## src/hdl/pllt_pkg.sv

```systemverilog
// pllt_pkg: shared constants for the special-instruction sequencer
// assumes one 25 MHz clock and an instruction cycle of four clocks
package pllt_pkg;

    // ****************************************
    // instruction cycle phases
    // ****************************************
    localparam int         PH_W          = 2;
    localparam logic [1:0] PH_ADDR_ON    = 2'h0;
    localparam logic [1:0] PH_ADDR_OFF   = 2'h2;
    localparam logic [1:0] PH_SAMPLE     = 2'h3;

    // ****************************************
    // counts and reset values
    // ****************************************
    localparam int         TB_WIDTH      = 10;
    localparam logic [9:0] TB_RESET      = 10'h000;
    localparam logic [9:0] TB_LAST       = 10'h3ff;
    localparam int         LOW_TIMES     = 2;
    localparam logic [1:0] LOW_CNT_RESET = 2'h0;
    localparam logic [9:0] PC_RESET      = 10'h000;
    localparam logic [7:0] Q_RESET       = 8'h00;
    localparam logic [3:0] SUB_PAGE      = 4'h2;

    // ****************************************
    // opcodes
    // ****************************************
    localparam logic [7:0] OP_PREFIX     = 8'h33;
    localparam logic [7:0] OP2_READ_DIR  = 8'h28;
    localparam logic [7:0] OP2_READ_LAT  = 8'h29;
    localparam logic [7:0] OP_LOOKUP     = 8'h1f;
    localparam logic [7:0] OP_IND_JUMP   = 8'h0f;
    localparam logic [7:0] OP_TB_SKIP    = 8'h41;
    localparam logic [1:0] OP_PAGE_JUMP  = 2'h3;
    localparam logic [1:0] OP_PAGE_CALL  = 2'h2;

    typedef enum logic [2:0] {
        ST_FETCH  = 3'b000,
        ST_PREFIX = 3'b001,
        ST_SKIP2  = 3'b010,
        ST_LOOKUP = 3'b011,
        ST_IJUMP  = 3'b100
    } pllt_state_t;

endpackage

```

## src/hdl/pllt_if.sv

```systemverilog
// pllt_if: links the sequencer with its pulse latches and time base
// assumes all members sit in the i_clock domain
`timescale 1ns/1ps
`default_nettype none
interface pllt_if;
    logic       tick;
    logic       clr_latches;
    logic       test_ovf;
    logic [1:0] latch_vals;
    logic       ovf;

    modport seq   (output tick, output clr_latches, output test_ovf,
                   input latch_vals, input ovf);
    modport latch (input tick, input clr_latches, output latch_vals);
    modport timer (input tick, input test_ovf, output ovf);
endinterface
`default_nettype wire

```

## src/hdl/pllt_seq.sv

```systemverilog
// pllt_seq: special-instruction sequencer with multiplexed program port
// assumes external latch and memory on the muxed pins, inputs synchronous
`timescale 1ns/1ps
`default_nettype none
module pllt_seq
    import pllt_pkg::*;
(
    input  wire logic       i_clock,
    input  wire logic       i_rst,
    input  wire logic [3:0] i_inputs,
    input  wire logic       i_clock_out_pin,
    input  wire logic       i_cko_is_input,
    input  wire logic [3:0] i_accumulator,
    input  wire logic [3:0] i_ram_digit,
    input  wire logic [7:0] i_mem_pins,
    output logic      [7:0] o_mem_pins,
    output logic            o_mem_pins_oe,
    output logic            o_addr_strobe,
    output logic            o_high_addr_bit_low,
    output logic            o_high_addr_bit_high,
    output logic            o_skip_status,
    output logic      [7:0] o_out_latch,
    output logic      [3:0] o_acc_data,
    output logic            o_acc_we,
    output logic      [9:0] o_program_counter
);

    // ****************************************
    // helpers
    // ****************************************
    function automatic logic is_two_byte(input logic [7:0] op);
        return op == OP_PREFIX;
    endfunction

    function automatic logic [9:0] table_addr(input logic [9:0] pc_inc,
                                             input logic [3:0] acc,
                                             input logic [3:0] digit);
        return {pc_inc[9:8], acc, digit};
    endfunction

    // ****************************************
    // state
    // ****************************************
    pllt_if lk ();

    pllt_state_t state_q;
    pllt_state_t state_d;
    logic [1:0]  ph_q;
    logic [9:0]  program_counter_q;
    logic [9:0]  program_counter_d;
    logic [9:0]  pc_inc;
    logic [9:0]  save_reg_first_q;
    logic [9:0]  save_reg_second_q;
    logic [9:0]  save_reg_third_q;
    logic        skip_q;
    logic        skip_d;
    logic        do_push;
    logic        do_pop;
    logic        tick;
    logic [7:0]  data;
    logic        acc_we_d;
    logic [3:0]  acc_data_d;
    logic        q_load;
    logic        clr_latches;
    logic        test_ovf;

    assign tick   = ph_q == PH_SAMPLE;
    assign data   = i_mem_pins;
    assign pc_inc = program_counter_q + 10'h001;

    assign lk.tick        = tick;
    assign lk.clr_latches = clr_latches;
    assign lk.test_ovf    = test_ovf;

    pllt_pulse_latch u_latch (
        .i_clock (i_clock),
        .i_rst   (i_rst),
        .i_lines ({i_inputs[3], i_inputs[0]}),
        .lk      (lk)
    );

    pllt_timebase #(
        .WIDTH (TB_WIDTH)
    ) u_timebase (
        .i_clock (i_clock),
        .i_rst   (i_rst),
        .tm      (lk)
    );

    // ****************************************
    // instruction cycle phase
    // ****************************************
    always_ff @(posedge i_clock or posedge i_rst) begin
        if (i_rst) begin
            ph_q <= PH_ADDR_ON;
        end else begin
            ph_q <= ph_q + 2'h1;
        end
    end

    // ****************************************
    // decode and execute
    // ****************************************
    always_comb begin
        state_d           = state_q;
        program_counter_d = program_counter_q;
        skip_d            = skip_q;
        do_push           = 1'b0;
        do_pop            = 1'b0;
        acc_we_d          = 1'b0;
        acc_data_d        = 4'h0;
        q_load            = 1'b0;
        clr_latches       = 1'b0;
        test_ovf          = 1'b0;
        if (tick) begin
            program_counter_d = pc_inc;
            case (state_q)
                ST_FETCH: begin
                    if (skip_q) begin
                        // byte consumed without effect
                        skip_d = 1'b0;
                        if (is_two_byte(data)) begin
                            state_d = ST_SKIP2;
                        end
                    end else if (is_two_byte(data)) begin
                        state_d = ST_PREFIX;
                    end else if (data == OP_LOOKUP) begin
                        do_push           = 1'b1;
                        program_counter_d = table_addr(pc_inc, i_accumulator,
                                                       i_ram_digit);
                        state_d           = ST_LOOKUP;
                    end else if (data == OP_IND_JUMP) begin
                        program_counter_d = table_addr(pc_inc, i_accumulator,
                                                       i_ram_digit);
                        state_d           = ST_IJUMP;
                    end else if (data == OP_TB_SKIP) begin
                        test_ovf = 1'b1;
                        skip_d   = lk.ovf;
                    end else if (data[7:6] == OP_PAGE_JUMP) begin
                        program_counter_d = {pc_inc[9:6], data[5:0]};
                    end else if (data[7:6] == OP_PAGE_CALL) begin
                        do_push           = 1'b1;
                        program_counter_d = {SUB_PAGE, data[5:0]};
                    end
                end
                ST_PREFIX: begin
                    state_d = ST_FETCH;
                    if (data == OP2_READ_DIR) begin
                        acc_we_d   = 1'b1;
                        acc_data_d = i_inputs;
                    end else if (data == OP2_READ_LAT) begin
                        acc_we_d      = 1'b1;
                        acc_data_d[3] = lk.latch_vals[1];
                        acc_data_d[2] = i_cko_is_input ? i_clock_out_pin : 1'b1;
                        acc_data_d[1] = 1'b0;
                        acc_data_d[0] = lk.latch_vals[0];
                        clr_latches   = 1'b1;
                    end
                end
                ST_SKIP2: begin
                    state_d = ST_FETCH;
                end
                ST_LOOKUP: begin
                    q_load            = 1'b1;
                    do_pop            = 1'b1;
                    program_counter_d = save_reg_first_q;
                    state_d           = ST_FETCH;
                end
                ST_IJUMP: begin
                    program_counter_d = {program_counter_q[9:8], data};
                    state_d           = ST_FETCH;
                end
                default: begin
                    state_d = ST_FETCH;
                end
            endcase
        end
    end

    always_ff @(posedge i_clock or posedge i_rst) begin
        if (i_rst) begin
            state_q <= ST_FETCH;
        end else begin
            state_q <= state_d;
        end
    end

    always_ff @(posedge i_clock or posedge i_rst) begin
        if (i_rst) begin
            program_counter_q <= PC_RESET;
        end else begin
            program_counter_q <= program_counter_d;
        end
    end

    always_ff @(posedge i_clock or posedge i_rst) begin
        if (i_rst) begin
            skip_q <= 1'b0;
        end else begin
            skip_q <= skip_d;
        end
    end

    // ****************************************
    // three-level save stack
    // ****************************************
    always_ff @(posedge i_clock or posedge i_rst) begin
        if (i_rst) begin
            save_reg_first_q  <= PC_RESET;
            save_reg_second_q <= PC_RESET;
            save_reg_third_q  <= PC_RESET;
        end else if (do_push) begin
            save_reg_first_q  <= pc_inc;
            save_reg_second_q <= save_reg_first_q;
            save_reg_third_q  <= save_reg_second_q;
        end else if (do_pop) begin
            save_reg_first_q  <= save_reg_second_q;
            save_reg_second_q <= save_reg_third_q;
        end
    end

    // ****************************************
    // output latch and accumulator write
    // ****************************************
    always_ff @(posedge i_clock or posedge i_rst) begin
        if (i_rst) begin
            o_out_latch <= Q_RESET;
        end else if (q_load) begin
            o_out_latch <= data;
        end
    end

    always_ff @(posedge i_clock or posedge i_rst) begin
        if (i_rst) begin
            o_acc_we   <= 1'b0;
            o_acc_data <= 4'h0;
        end else begin
            o_acc_we <= acc_we_d;
            if (acc_we_d) begin
                o_acc_data <= acc_data_d;
            end
        end
    end

    // ****************************************
    // multiplexed program memory port
    // ****************************************
    always_ff @(posedge i_clock or posedge i_rst) begin
        if (i_rst) begin
            o_addr_strobe <= 1'b0;
            o_mem_pins_oe <= 1'b0;
            o_mem_pins    <= 8'h00;
        end else if (ph_q == PH_ADDR_ON) begin
            o_addr_strobe <= 1'b1;
            o_mem_pins_oe <= 1'b1;
            o_mem_pins    <= program_counter_q[7:0];
        end else if (ph_q == PH_ADDR_OFF) begin
            o_addr_strobe <= 1'b0;
            o_mem_pins_oe <= 1'b0;
        end
    end

    always_ff @(posedge i_clock or posedge i_rst) begin
        if (i_rst) begin
            o_high_addr_bit_low  <= 1'b0;
            o_high_addr_bit_high <= 1'b0;
        end else if (ph_q == PH_ADDR_ON) begin
            o_high_addr_bit_low  <= program_counter_q[8];
            o_high_addr_bit_high <= program_counter_q[9];
        end
    end

    always_ff @(posedge i_clock or posedge i_rst) begin
        if (i_rst) begin
            o_skip_status     <= 1'b0;
            o_program_counter <= PC_RESET;
        end else begin
            o_skip_status     <= skip_d;
            o_program_counter <= program_counter_d;
        end
    end

endmodule
`default_nettype wire

```

## src/hdl/pllt_pulse_latch.sv

```systemverilog
// pllt_pulse_latch: two falling-edge pulse latches with low-time filter
// assumes i_lines synchronous to i_clock; tick marks each instruction cycle
`timescale 1ns/1ps
`default_nettype none
module pllt_pulse_latch
    import pllt_pkg::*;
(
    input  wire logic       i_clock,
    input  wire logic       i_rst,
    input  wire logic [1:0] i_lines,
    pllt_if.latch           lk
);
    logic [1:0] prev_q;
    logic [1:0] armed_q;
    logic [1:0] low_cnt_q [2];
    logic [1:0] latch_q;

    // ****************************************
    // low-going pulse qualification
    // ****************************************
    always_ff @(posedge i_clock or posedge i_rst) begin
        if (i_rst) begin
            prev_q     <= 2'h3;
            armed_q    <= 2'h0;
            latch_q    <= 2'h0;
            low_cnt_q[0] <= LOW_CNT_RESET;
            low_cnt_q[1] <= LOW_CNT_RESET;
        end else begin
            for (int k = 0; k < 2; k++) begin
                if (lk.tick) begin
                    prev_q[k] <= i_lines[k];
                    if (prev_q[k] && !i_lines[k]) begin
                        armed_q[k]   <= 1'b1;
                        low_cnt_q[k] <= 2'h1;
                    end else if (!i_lines[k] && armed_q[k]) begin
                        low_cnt_q[k] <= low_cnt_q[k] + 2'h1;
                    end else begin
                        armed_q[k] <= 1'b0;
                    end
                end
                // set wins over the clear of a read
                if (armed_q[k] && !i_lines[k] && 32'(low_cnt_q[k]) >= LOW_TIMES) begin
                    latch_q[k] <= 1'b1;
                    armed_q[k] <= 1'b0;
                end else if (lk.clr_latches) begin
                    latch_q[k] <= 1'b0;
                end
            end
        end
    end

    assign lk.latch_vals = latch_q;
endmodule
`default_nettype wire

```

## src/hdl/pllt_timebase.sv

```systemverilog
// pllt_timebase: free-running 10-bit time base with overflow latch
// assumes tick is one clock per instruction cycle
`timescale 1ns/1ps
`default_nettype none
module pllt_timebase
    import pllt_pkg::*;
#(
    parameter int WIDTH = TB_WIDTH
)(
    input  wire logic i_clock,
    input  wire logic i_rst,
    pllt_if.timer     tm
);
    logic [WIDTH-1:0] count_q;
    logic             ovf_q;

    // ****************************************
    // divide by 1024, never cleared by a test
    // ****************************************
    always_ff @(posedge i_clock or posedge i_rst) begin
        if (i_rst) begin
            count_q <= WIDTH'(TB_RESET);
        end else if (tm.tick) begin
            count_q <= count_q + 1'b1;
        end
    end

    always_ff @(posedge i_clock or posedge i_rst) begin
        if (i_rst) begin
            ovf_q <= 1'b0;
        end else if (tm.tick && (count_q == WIDTH'(TB_LAST))) begin
            ovf_q <= 1'b1;
        end else if (tm.test_ovf) begin
            ovf_q <= 1'b0;
        end
    end

    assign tm.ovf = ovf_q;
endmodule
`default_nettype wire

```

## config.mk

```make
export PLATFORM = sky130hd
export DESIGN_NAME = pllt_seq
export DESIGN_NICKNAME = d
export VERILOG_FILES = /design/src/hdl/pllt_pkg.sv /design/src/hdl/pllt_if.sv /design/src/hdl/pllt_seq.sv /design/src/hdl/pllt_pulse_latch.sv /design/src/hdl/pllt_timebase.sv
export SDC_FILE = /design/constraint.sdc
export NUM_CORES = 1
export LEC_CHECK = 0
export BUFFER_PORTS_ARGS = -buffer_cell sky130_fd_sc_hd__buf_2
export CORE_MARGIN = 8
export CORE_UTILIZATION = 30
export CTS_CLUSTER_DIAMETER = 80
export DETAILED_ROUTE_END_ITERATION = 7
export GPL_TIMING_DRIVEN = 0
export PLACE_DENSITY_LB_ADDON = 0.1
export SYNTH_ARGS = -nofsm -noshare
export SYNTH_HDL_FRONTEND = slang
export SYNTH_SLANG_ARGS = --single-unit
export TNS_END_PERCENT = 1
```

## constraint.sdc

```tcl
create_clock -name i_clock -period 7.26 [get_ports i_clock]
set_clock_uncertainty 0.2 [all_clocks]
set_input_delay 1.452 -clock i_clock [delete_from_list [all_inputs] [get_ports i_clock]]
set_output_delay 1.452 -clock i_clock [all_outputs]
set_load 0.05 [all_outputs]
```

Word level (Yosys, flattened, before mapping)
Cells that the tools add are included.
{"block": "op_classes", "bitwise": 1, "n_eq_ne": 18, "n_reduce_logical": 27, "muxes": 72, "add_sub_neg": 5, "n_lt_le_gt_ge": 2}
{"cell": "10-bit 2-to-1 mux", "count": 11}
{"cell": "1-bit 2-to-1 mux", "count": 46}
{"cell": "10-bit case mux with 3 select lines", "count": 1}
{"cell": "8-bit by 6-bit == test with 1-bit output, second input constant", "count": 3}
{"cell": "10-bit by 1-bit adder with 10-bit output, second input constant", "count": 2}
{"cell": "3-bit 2-to-1 mux", "count": 6}
{"cell": "2-bit nonzero test", "count": 9}
{"cell": "4-bit 2-to-1 mux", "count": 4}
{"cell": "2-bit AND reduction", "count": 6}
{"cell": "10-bit == test, second input constant", "count": 1}
{"cell": "2-bit == test, second input constant", "count": 4}
{"cell": "8-bit by 4-bit == test with 1-bit output, second input constant", "count": 1}
{"cell": "8-bit by 5-bit == test with 1-bit output, second input constant", "count": 1}
{"cell": "8-bit by 7-bit == test with 1-bit output, second input constant", "count": 1}
{"cell": "2-bit 2-to-1 mux", "count": 4}
{"cell": "1-bit logical AND", "count": 7}
{"cell": "2-bit by 1-bit adder with 2-bit output, second input constant", "count": 3}
{"cell": "3-bit by 2-bit inequality test with 1-bit output, second input constant", "count": 2}
{"cell": "2-bit greater-or-equal comparator, second input constant", "count": 2}
{"cell": "4-bit inequality test, second input constant", "count": 1}
{"cell": "3-bit by 1-bit == test with 1-bit output, second input constant", "count": 1}
{"cell": "3-bit by 2-bit == test with 1-bit output, second input constant", "count": 1}
{"cell": "3-bit == test, second input constant", "count": 1}
{"cell": "3-bit zero test", "count": 1}
{"cell": "other kinds (5)", "count": 6}
{"block": "word_totals", "elab_cells": 149, "output_inout_bits": 36, "regBits": 91}

Logic depth before layout (Yosys ltp)
Gate-level depths: netlist (run 1).
{"block": "logic_depth", "depth_word": 11, "ltp_mapped": 8}

Hierarchy
From an unflattened synthesis (run 1), not the netlist that was laid out.
{"block": "unflattened", "cells_unflattened": 457, "area_unflattened_um2": 4685.7}
{"module": "pllt_seq", "area_each_um2": 3717.3, "cells_each": 373, "n_inst": 1, "seq_area_each_um2": 1751.7}
{"module": "pllt_pulse_latch", "area_each_um2": 489.2, "cells_each": 46, "n_inst": 1, "seq_area_each_um2": 252.7}
{"module": "pllt_timebase", "area_each_um2": 479.2, "cells_each": 38, "n_inst": 1, "seq_area_each_um2": 275.3}

Worst setup path before layout (run 1)
OpenSTA, ideal clock, no wires.
{"block": "synth_timing", "kind": "input to register", "startpoint": "input i_mem_pins[0]", "endpoint": "register save_reg_third_q[0]", "setup_slack_ns": 4.066, "cell_stages": 7, "setup_time_ns": 0.125, "arrival_ns": 2.869, "path_cell_list": "nor4bb_1 buf_4 a31o_4 or3_1 buf_2 buf_6 mux2_4"}
{"block": "synth_between", "elab_chain_len": 8, "word_cells_on_any_way": 11, "cone_classes": "eq/ne (4); mux (7)"}
{"item": "from (decl)", "line": "pllt_seq.sv:15", "text": "input wire logic [7:0] i_mem_pins,"}
{"item": "8-bit by 7-bit == test with 1-bit output", "line": "pllt_seq.sv:136", "text": "end else if (data == OP_TB_SKIP) begin"}
{"item": "1-bit 2-to-1 mux", "line": "pllt_seq.sv:136"}
{"item": "1-bit 2-to-1 mux", "line": "pllt_seq.sv:132", "text": "end else if (data == OP_IND_JUMP) begin"}
{"item": "1-bit 2-to-1 mux", "line": "pllt_seq.sv:127", "text": "end else if (data == OP_LOOKUP) begin"}
{"item": "1-bit 2-to-1 mux *", "line": "pllt_seq.sv:125", "text": "end else if (is_two_byte(data)) begin"}
{"item": "1-bit 2-to-1 mux *", "line": "pllt_seq.sv:119", "text": "if (skip_q) begin"}
{"item": "1-bit 2-to-1 mux *", "line": "pllt_seq.sv:117", "text": "case (state_q)"}
{"item": "1-bit 2-to-1 mux *", "line": "pllt_seq.sv:115", "text": "if (tick) begin"}
{"item": "to (signal assigned)", "line": "pllt_seq.sv:215", "text": "save_reg_third_q <= save_reg_second_q;"}
{"item": "to (decl)", "line": "pllt_seq.sv:54", "text": "logic [9:0] save_reg_third_q;"}
Every way passes the cells marked *; elsewhere a longest branch is shown, timed or not.
A chain may end at the register's enable or synchronous reset.

Final worst setup path (run 1)
{"block": "layout_timing", "startpoint": "input i_mem_pins[5]", "endpoint": "register save_reg_third_q[4]"}
The elaborated chain is that of the path after synthesis.

==> results of run 1 <==
## critical path: cells and delay by family
family          cells  cell delay (ps)
compound gates      1              280
simple gates        2              650
mux                 1              310
buf+inv             3              530
## cells in the final DEF (no fill, tap or decap), types with 3 or more instances in the layout
| cell type | n |
|---|---|
| buf_6 | 3 |
| nor3_1 | 6 |
| a21oi_1 | 35 |
| clkbuf_1 | 16 |
| nand4_1 | 6 |
| a22oi_1 | 3 |
| buf_2 | 66 |
| clkbuf_16 | 9 |
| nand2b_1 | 4 |
| mux2_2 | 26 |
| nand3_1 | 9 |
| nor4bb_1 | 3 |
| a31oi_1 | 8 |
| a21o_1 | 4 |
| mux2i_1 | 18 |
| a2bb2oi_1 | 4 |
| mux2_4 | 9 |
| inv_1 | 15 |
| nor2b_1 | 3 |
| buf_4 | 3 |
| o221ai_1 | 3 |
| o22ai_1 | 14 |
| ha_1 | 7 |
| xor2_1 | 8 |
| clkbuf_8 | 3 |
| nor2_1 | 41 |
| xnor2_1 | 11 |
| a22o_1 | 3 |
| dfrtp_1 | 89 |
| nand2_1 | 42 |
| o21ai_0 | 24 |
## through the flow
| step | utilization | cells | setup slack [ps] | total power [mW] |
|---|---|---|---|---|
| 3_3_place_gp | 0.341 | 698 | 1950 | 1.09 |
| 5_1_grt | 0.363 | 715 | 3970 | 1.65 |
| 2_1_floorplan | - | 452 | 3250 | 0.977 |
| 6_report | 0.363 | 715 | 4060 | 1.56 |
| 3_5_place_dp | 0.343 | 699 | 3700 | 1.10 |
| 4_1_cts | 0.363 | 715 | 4050 | 1.59 |
## power by group
part | internal [mW] | total, mW | switching, mW
clock network | 0.295 | 0.479 | 0.185
registers | 0.603 | 0.683 | 0.0803
logic | 0.145 | 0.403 | 0.257
## area by class of cell
class / count / area, µm²
Buffer: 28 / 149
Clock buffer: 14 / 274
Clock inverter: 2 / 35.0
Fill cell: 1537 / 9640
Inverter: 16 / 62.6
Multi-Input combinational cell: 317 / 2150
Sequential cell: 91 / 2280
Tap cell: 188 / 235
Timing Repair Buffer: 59 / 318
## cell families after synthesis
group	after synthesis
compound gates	109
xor+xnor	19
fa+ha+maj	7
buf+inv	44
flops	91
mux	53
simple gates	129
## sequential cells by signal (all words and copies together) (netlist names), 4 cells and up
signal	cells
o_mem_pins	8
u_latch.low_cnt_q	4
o_acc_data	4
o_out_latch	8
o_program_counter	10
save_reg_first_q	10
save_reg_third_q	10
save_reg_second_q	10
u_timebase.count_q	10
## worst max path at each step
stage,end,startpoint
3_3_place_gp,ph_q[1],i_rst
5_1_grt,save_reg_third_q[1],i_mem_pins[5]
6_report,save_reg_third_q[4],i_mem_pins[5]
3_5_place_dp,save_reg_third_q[1],i_mem_pins[5]
2_1_floorplan,o_acc_data[0],i_rst
4_1_cts,save_reg_third_q[4],i_mem_pins[5]
## per-layer routing
| layer | track usage | wire length, µm |
|---|---|---|
| met1 | 0.167 | 5680 |
| met2 | 0.216 | 6070 |
| met3 | 0.0224 | 462 |
| met4 | 0.0554 | 217 |
| met5 | 0 | 0 |
==> run metrics, run 1 <==
Synth area leader=dfrtp_1; Post-Syn Nets=483; achievable frequency=312 MHz; simple-gate share of the synthesized area=0.132; RSZ-0062 raised after global routing=false; DR WL/cell=17.4 µm; Max H-tree Level=3; crit path capture type=flip-flop; row cnt=45; GRT Util Overall=0.132; nets@finish=553; Power Dens Cells=284 nW/µm²; CTS tree=built; Area Overhead vs Synth=18.6%; flops & latches, synth=91; compound-gate portion of the synthesized area=0.146; Placed Area=5190 µm²; R2R cell count=7; initial antenna violation count=0; Post-route DRC=0; CTS root buffer=clkbuf_16; worst setup path category=input port to flip-flop; TritonCTS buffer count=9; post-synthesis mux area share=0.131; Final Slew Violations=0; crit-path most repeated cell=buf_2; most frequent cell after synthesis=dfrtp_1; Gates resized, CTS repair=0; Routed Antenna Nets=0; clock buffer depth=2; Crit Reg-Reg Endpoint=save_reg_third_q[4]; share of flip-flops with an asynchronous set or reset=1.00; die height=140 µm; Worst slew margin=0.591; die width=140 µm; measured slew at the worst slew-check pin=614 ps; final hold violations=0; port bufs=58; cts hold-fix bufs=0; vias per cell=4.98; Core ar.=15100 µm²; Hold Slack=265 ps; Synth Instances=452; Setup Buffers After CTS=0; R2R Path Start=ph_q[1]; I/O pins=60; slowest stage delay, CP=490 ps; Post-synth EDFFs=0; Max VDD drop=0.128 mV; fin area=5500 µm²; Worst-Skew Late Latency=340 ps; Avg Inst Size Synth=10.3 µm²; Slowest-stage cell, CP=nor3b_1; WL final=12400 µm; routed vias=3562; layout cell share with drive strength beyond 1=0.245; critical-path cell list=buf_2 -> nor3b_1 -> a31o_4 -> or3_1 -> buf_2 -> buf_6 -> mux2_4; crit-path max FO=10; WHS Endpoint=ph_q[0]; fin crit share=0.441; sequential share of the synthesized area=0.491; ANT cells=0; Synth Cell Area=4640 µm²; Top FF cell, synth=dfrtp_1; final setup violation count=0; R2R Setup Slk=4600 ps; startpoint type of the worst setup path=input port; HP Start=ph_q[0]; Unique masters post-synth=51; Max Cap Violations=0; hold depth=1; clock-pin transition on the worst setup and hold timing paths=60 ps; routability cong.=0.823; final worst path period need=3200 ps; status=complete, no violations; xor and xnor fraction of the mapped netlist area=0.0359; worst endpoint data arrival time=3230 ps; Post-Synth Adder-Cell Area=0.0189; largest net degree at the start of global routing=50; Post-synth top cells=dfrtp_1, nand2_1, nor2_1; Tightest Hold Check Type=flip-flop to flip-flop; setup TNS=0 ps; total gr overflow=0; DP Wirelength=9410 µm; DRT Pass-1 Iters=4; Initial Util=0.306; first-pass GRT wire length=20600 µm; Area contributors post-synth=dfrtp_1, mux2_2, mux2i_1; Pleak=2.55 nW; die area=19700 µm²; critical path required time=7290 ps; Synth top area share=0.480; drt initial violations=203; Synth Warn #=0; largest family of logic cells by synthesized area=compound AO/OA/AOI/OAI gates; CTS sink count=91; vias in the first global route=3711
(Power assumes the default switching activity.)
==> inputs of run 2 (changes only) <==
- clock period: 7.26 -> 3 ns (I/O delays scaled with it)
==> run metrics, run 2 (synthesized netlist as in run 1, its figures left out) <==
Placed Instances=700 (+0.14%); DP Wirelength=9430 µm (+0.25%); die width=140 µm (unchanged); Worst Slack Setup Final=381 ps (-3670 ps); fin area=5490 µm² (-0.27%); cts hold-fix bufs=0 (unchanged); vias in the first global route=3719 (+0.22%); CTS tree=built; critical path's top delay family=buffers and inverters; Placed Area=5210 µm² (+0.27%); crit path to=save_reg_third_q[4]; Pleak=2.54 nW (-0.38%); metal3 WL=469 µm (+1.5%); DRT Pass-1 Iters=4 (unchanged); drt initial violations=165 (-19%); measured slew at the worst slew-check pin=609 ps (-4.98 ps); Power Dens Cells=676 nW/µm² (+140%); RSZ-0062 raised after global routing=false; WL met1=5790 µm (+1.9%); pre-CTS WS=281 ps (-3420 ps); R2R cell count=7 (unchanged); nets@finish=554 (+0.18%); Max Cap Violations=0 (unchanged); routed vias=3590 (+0.79%); worst setup path category=flip-flop to flip-flop; vias per cell=5.02 (+0.79%); Sw Share=0.344 (+0.0104); Setup Buffers After CTS=0 (unchanged); I/O pins=60 (unchanged); die height=140 µm (unchanged); Max VDD drop=0.322 mV (+150%); commonest non-fill, non-tap cells in the layout=dfrtp_1, buf_2, nand2_1; leading cell type in the layout, fill and taps excluded=dfrtp_1; fin crit share=0.873; Core ar.=15100 µm² (unchanged); CP startpoint=ph_q[1]; die area=19700 µm² (unchanged); initial antenna violation count=0 (unchanged); clock share of power=0.291 (-0.015); Worst Path Buf+Inv=3 (unchanged); Max H-tree Level=3 (unchanged); ANT cells=0 (unchanged); routability cong.=0.821 (-0.30%); clock-pin transition on the worst setup and hold timing paths=60 ps (about the same); final setup violation count=0 (unchanged); row cnt=45 (unchanged); largest net degree at the start of global routing=38 (-24%); R2R Path Start=ph_q[1]; clock buffer depth=2 (unchanged); status=complete, no violations; met2 wire len=5950 µm (-1.9%); Crit Reg-Reg Endpoint=save_reg_third_q[4]; TritonCTS buffer count=9 (unchanged); Sequential Power Share=0.446 (+0.010); worst endpoint data arrival time=2650 ps (-580 ps); Routed Antenna Nets=0 (unchanged); WL final=12500 µm (+0.52%); critical-path cell list=ha_1 -> clkbuf_1 -> nand2_1 -> or3_1 -> buf_2 -> buf_6 -> mux2_4; Hold Slack=114 ps (-151 ps); startpoint type of the worst setup path=flip-flop; setup TNS=0 ps (unchanged); Final Power=3.71 mW (+140%); Filler Cells Inserted=1551 (+0.91%); port bufs=58 (unchanged); DR WL/cell=17.5 µm (+0.52%); Tightest Hold Check Type=input port to async pin; CP Depth=7 (unchanged); Post-route DRC=0 (unchanged); CTS sink count=91 (unchanged); highest routed metal layer=met4; first-pass GRT wire length=20600 µm (+0.13%); P_sw=1.28 mW (+140%); Post-Layout Cell Count=715 (unchanged); R2R Setup Slk=380 ps (-4220 ps); CTS root buffer=clkbuf_16; final core area utilization=0.362 (-0.000992); crit-path max FO=10 (unchanged); final hold violations=0 (unchanged); final worst path period need=2620 ps; crit path capture type=flip-flop; Slowest-stage cell, CP=clkbuf_1; slowest stage delay, CP=470 ps (-20 ps); Int Power=2.43 mW (+130%); Gates resized, CTS repair=0 (unchanged); Initial Util=0.306 (unchanged); GRT Util Overall=0.133 (+0.00143); combinational share of power=0.263 (+0.006); Worst slew margin=0.594 (+0.00332); Final Slew Violations=0 (unchanged); Worst-Skew Late Latency=340 ps (about the same); total gr overflow=0 (unchanged); achievable frequency=382 MHz; Area Overhead vs Synth=18.3%; layout cell share with drive strength beyond 1=0.247 (+0.00190); critical path required time=3030 ps (-4260 ps)
## run 2: cell count changes in the layout (fill, tap and decap cells not counted)
cell | before | now
inv_4 | 1 | 0
clkinvlp_4 | 0 | 1
buf_16 | 1 | 0
clkbuf_1 | 16 | 15
buf_12 | 0 | 2
bufinv_16 | 1 | 0
clkinv_2 | 1 | 2
## run 2: layer usage
metal	vias up	track usage
li1	1748	-
met1	1754	0.166
met2	70	0.216
met3	18	0.0282
met4	0	0.0617
met5	-	0
## run 2: how the worst min path moves through the flow
stage,startpoint,to,slack (ps),cells after the start
2_1_floorplan,ph_q[0],ph_q[0],230,1
3_3_place_gp,ph_q[0],ph_q[0],250,1
3_5_place_dp,u_timebase.count_q[8],u_timebase.count_q[8],260,1
4_1_cts,i_rst,o_out_latch[1],130,2
5_1_grt,i_rst,o_out_latch[1],150,2
6_report,i_rst,o_out_latch[1],110,2
## run 2: power by group through the flow
stage / clock network, mW / registers (mW) / logic [mW]
global route: 1.17 / 1.69 / 1.06
detailed placement: 0 / 1.67 / 0.987
global placement: 0 / 1.67 / 0.974
CTS: 1.13 / 1.66 / 0.991
finish: 1.08 / 1.65 / 0.978
floorplan: 0 / 1.90 / 0.463
## run 2: area by class of cell
type	count	area, µm²	area share
sequential	91	2280	0.415
clock inverter	2	10.0	0.00182
multi-input combinational	317	2150	0.392
clock buffer	13	270	0.0492
buffer	28	149	0.0271
timing repair buffer	60	330	0.0602
tap	188	235	0.0429
inverter	16	63.8	0.0116
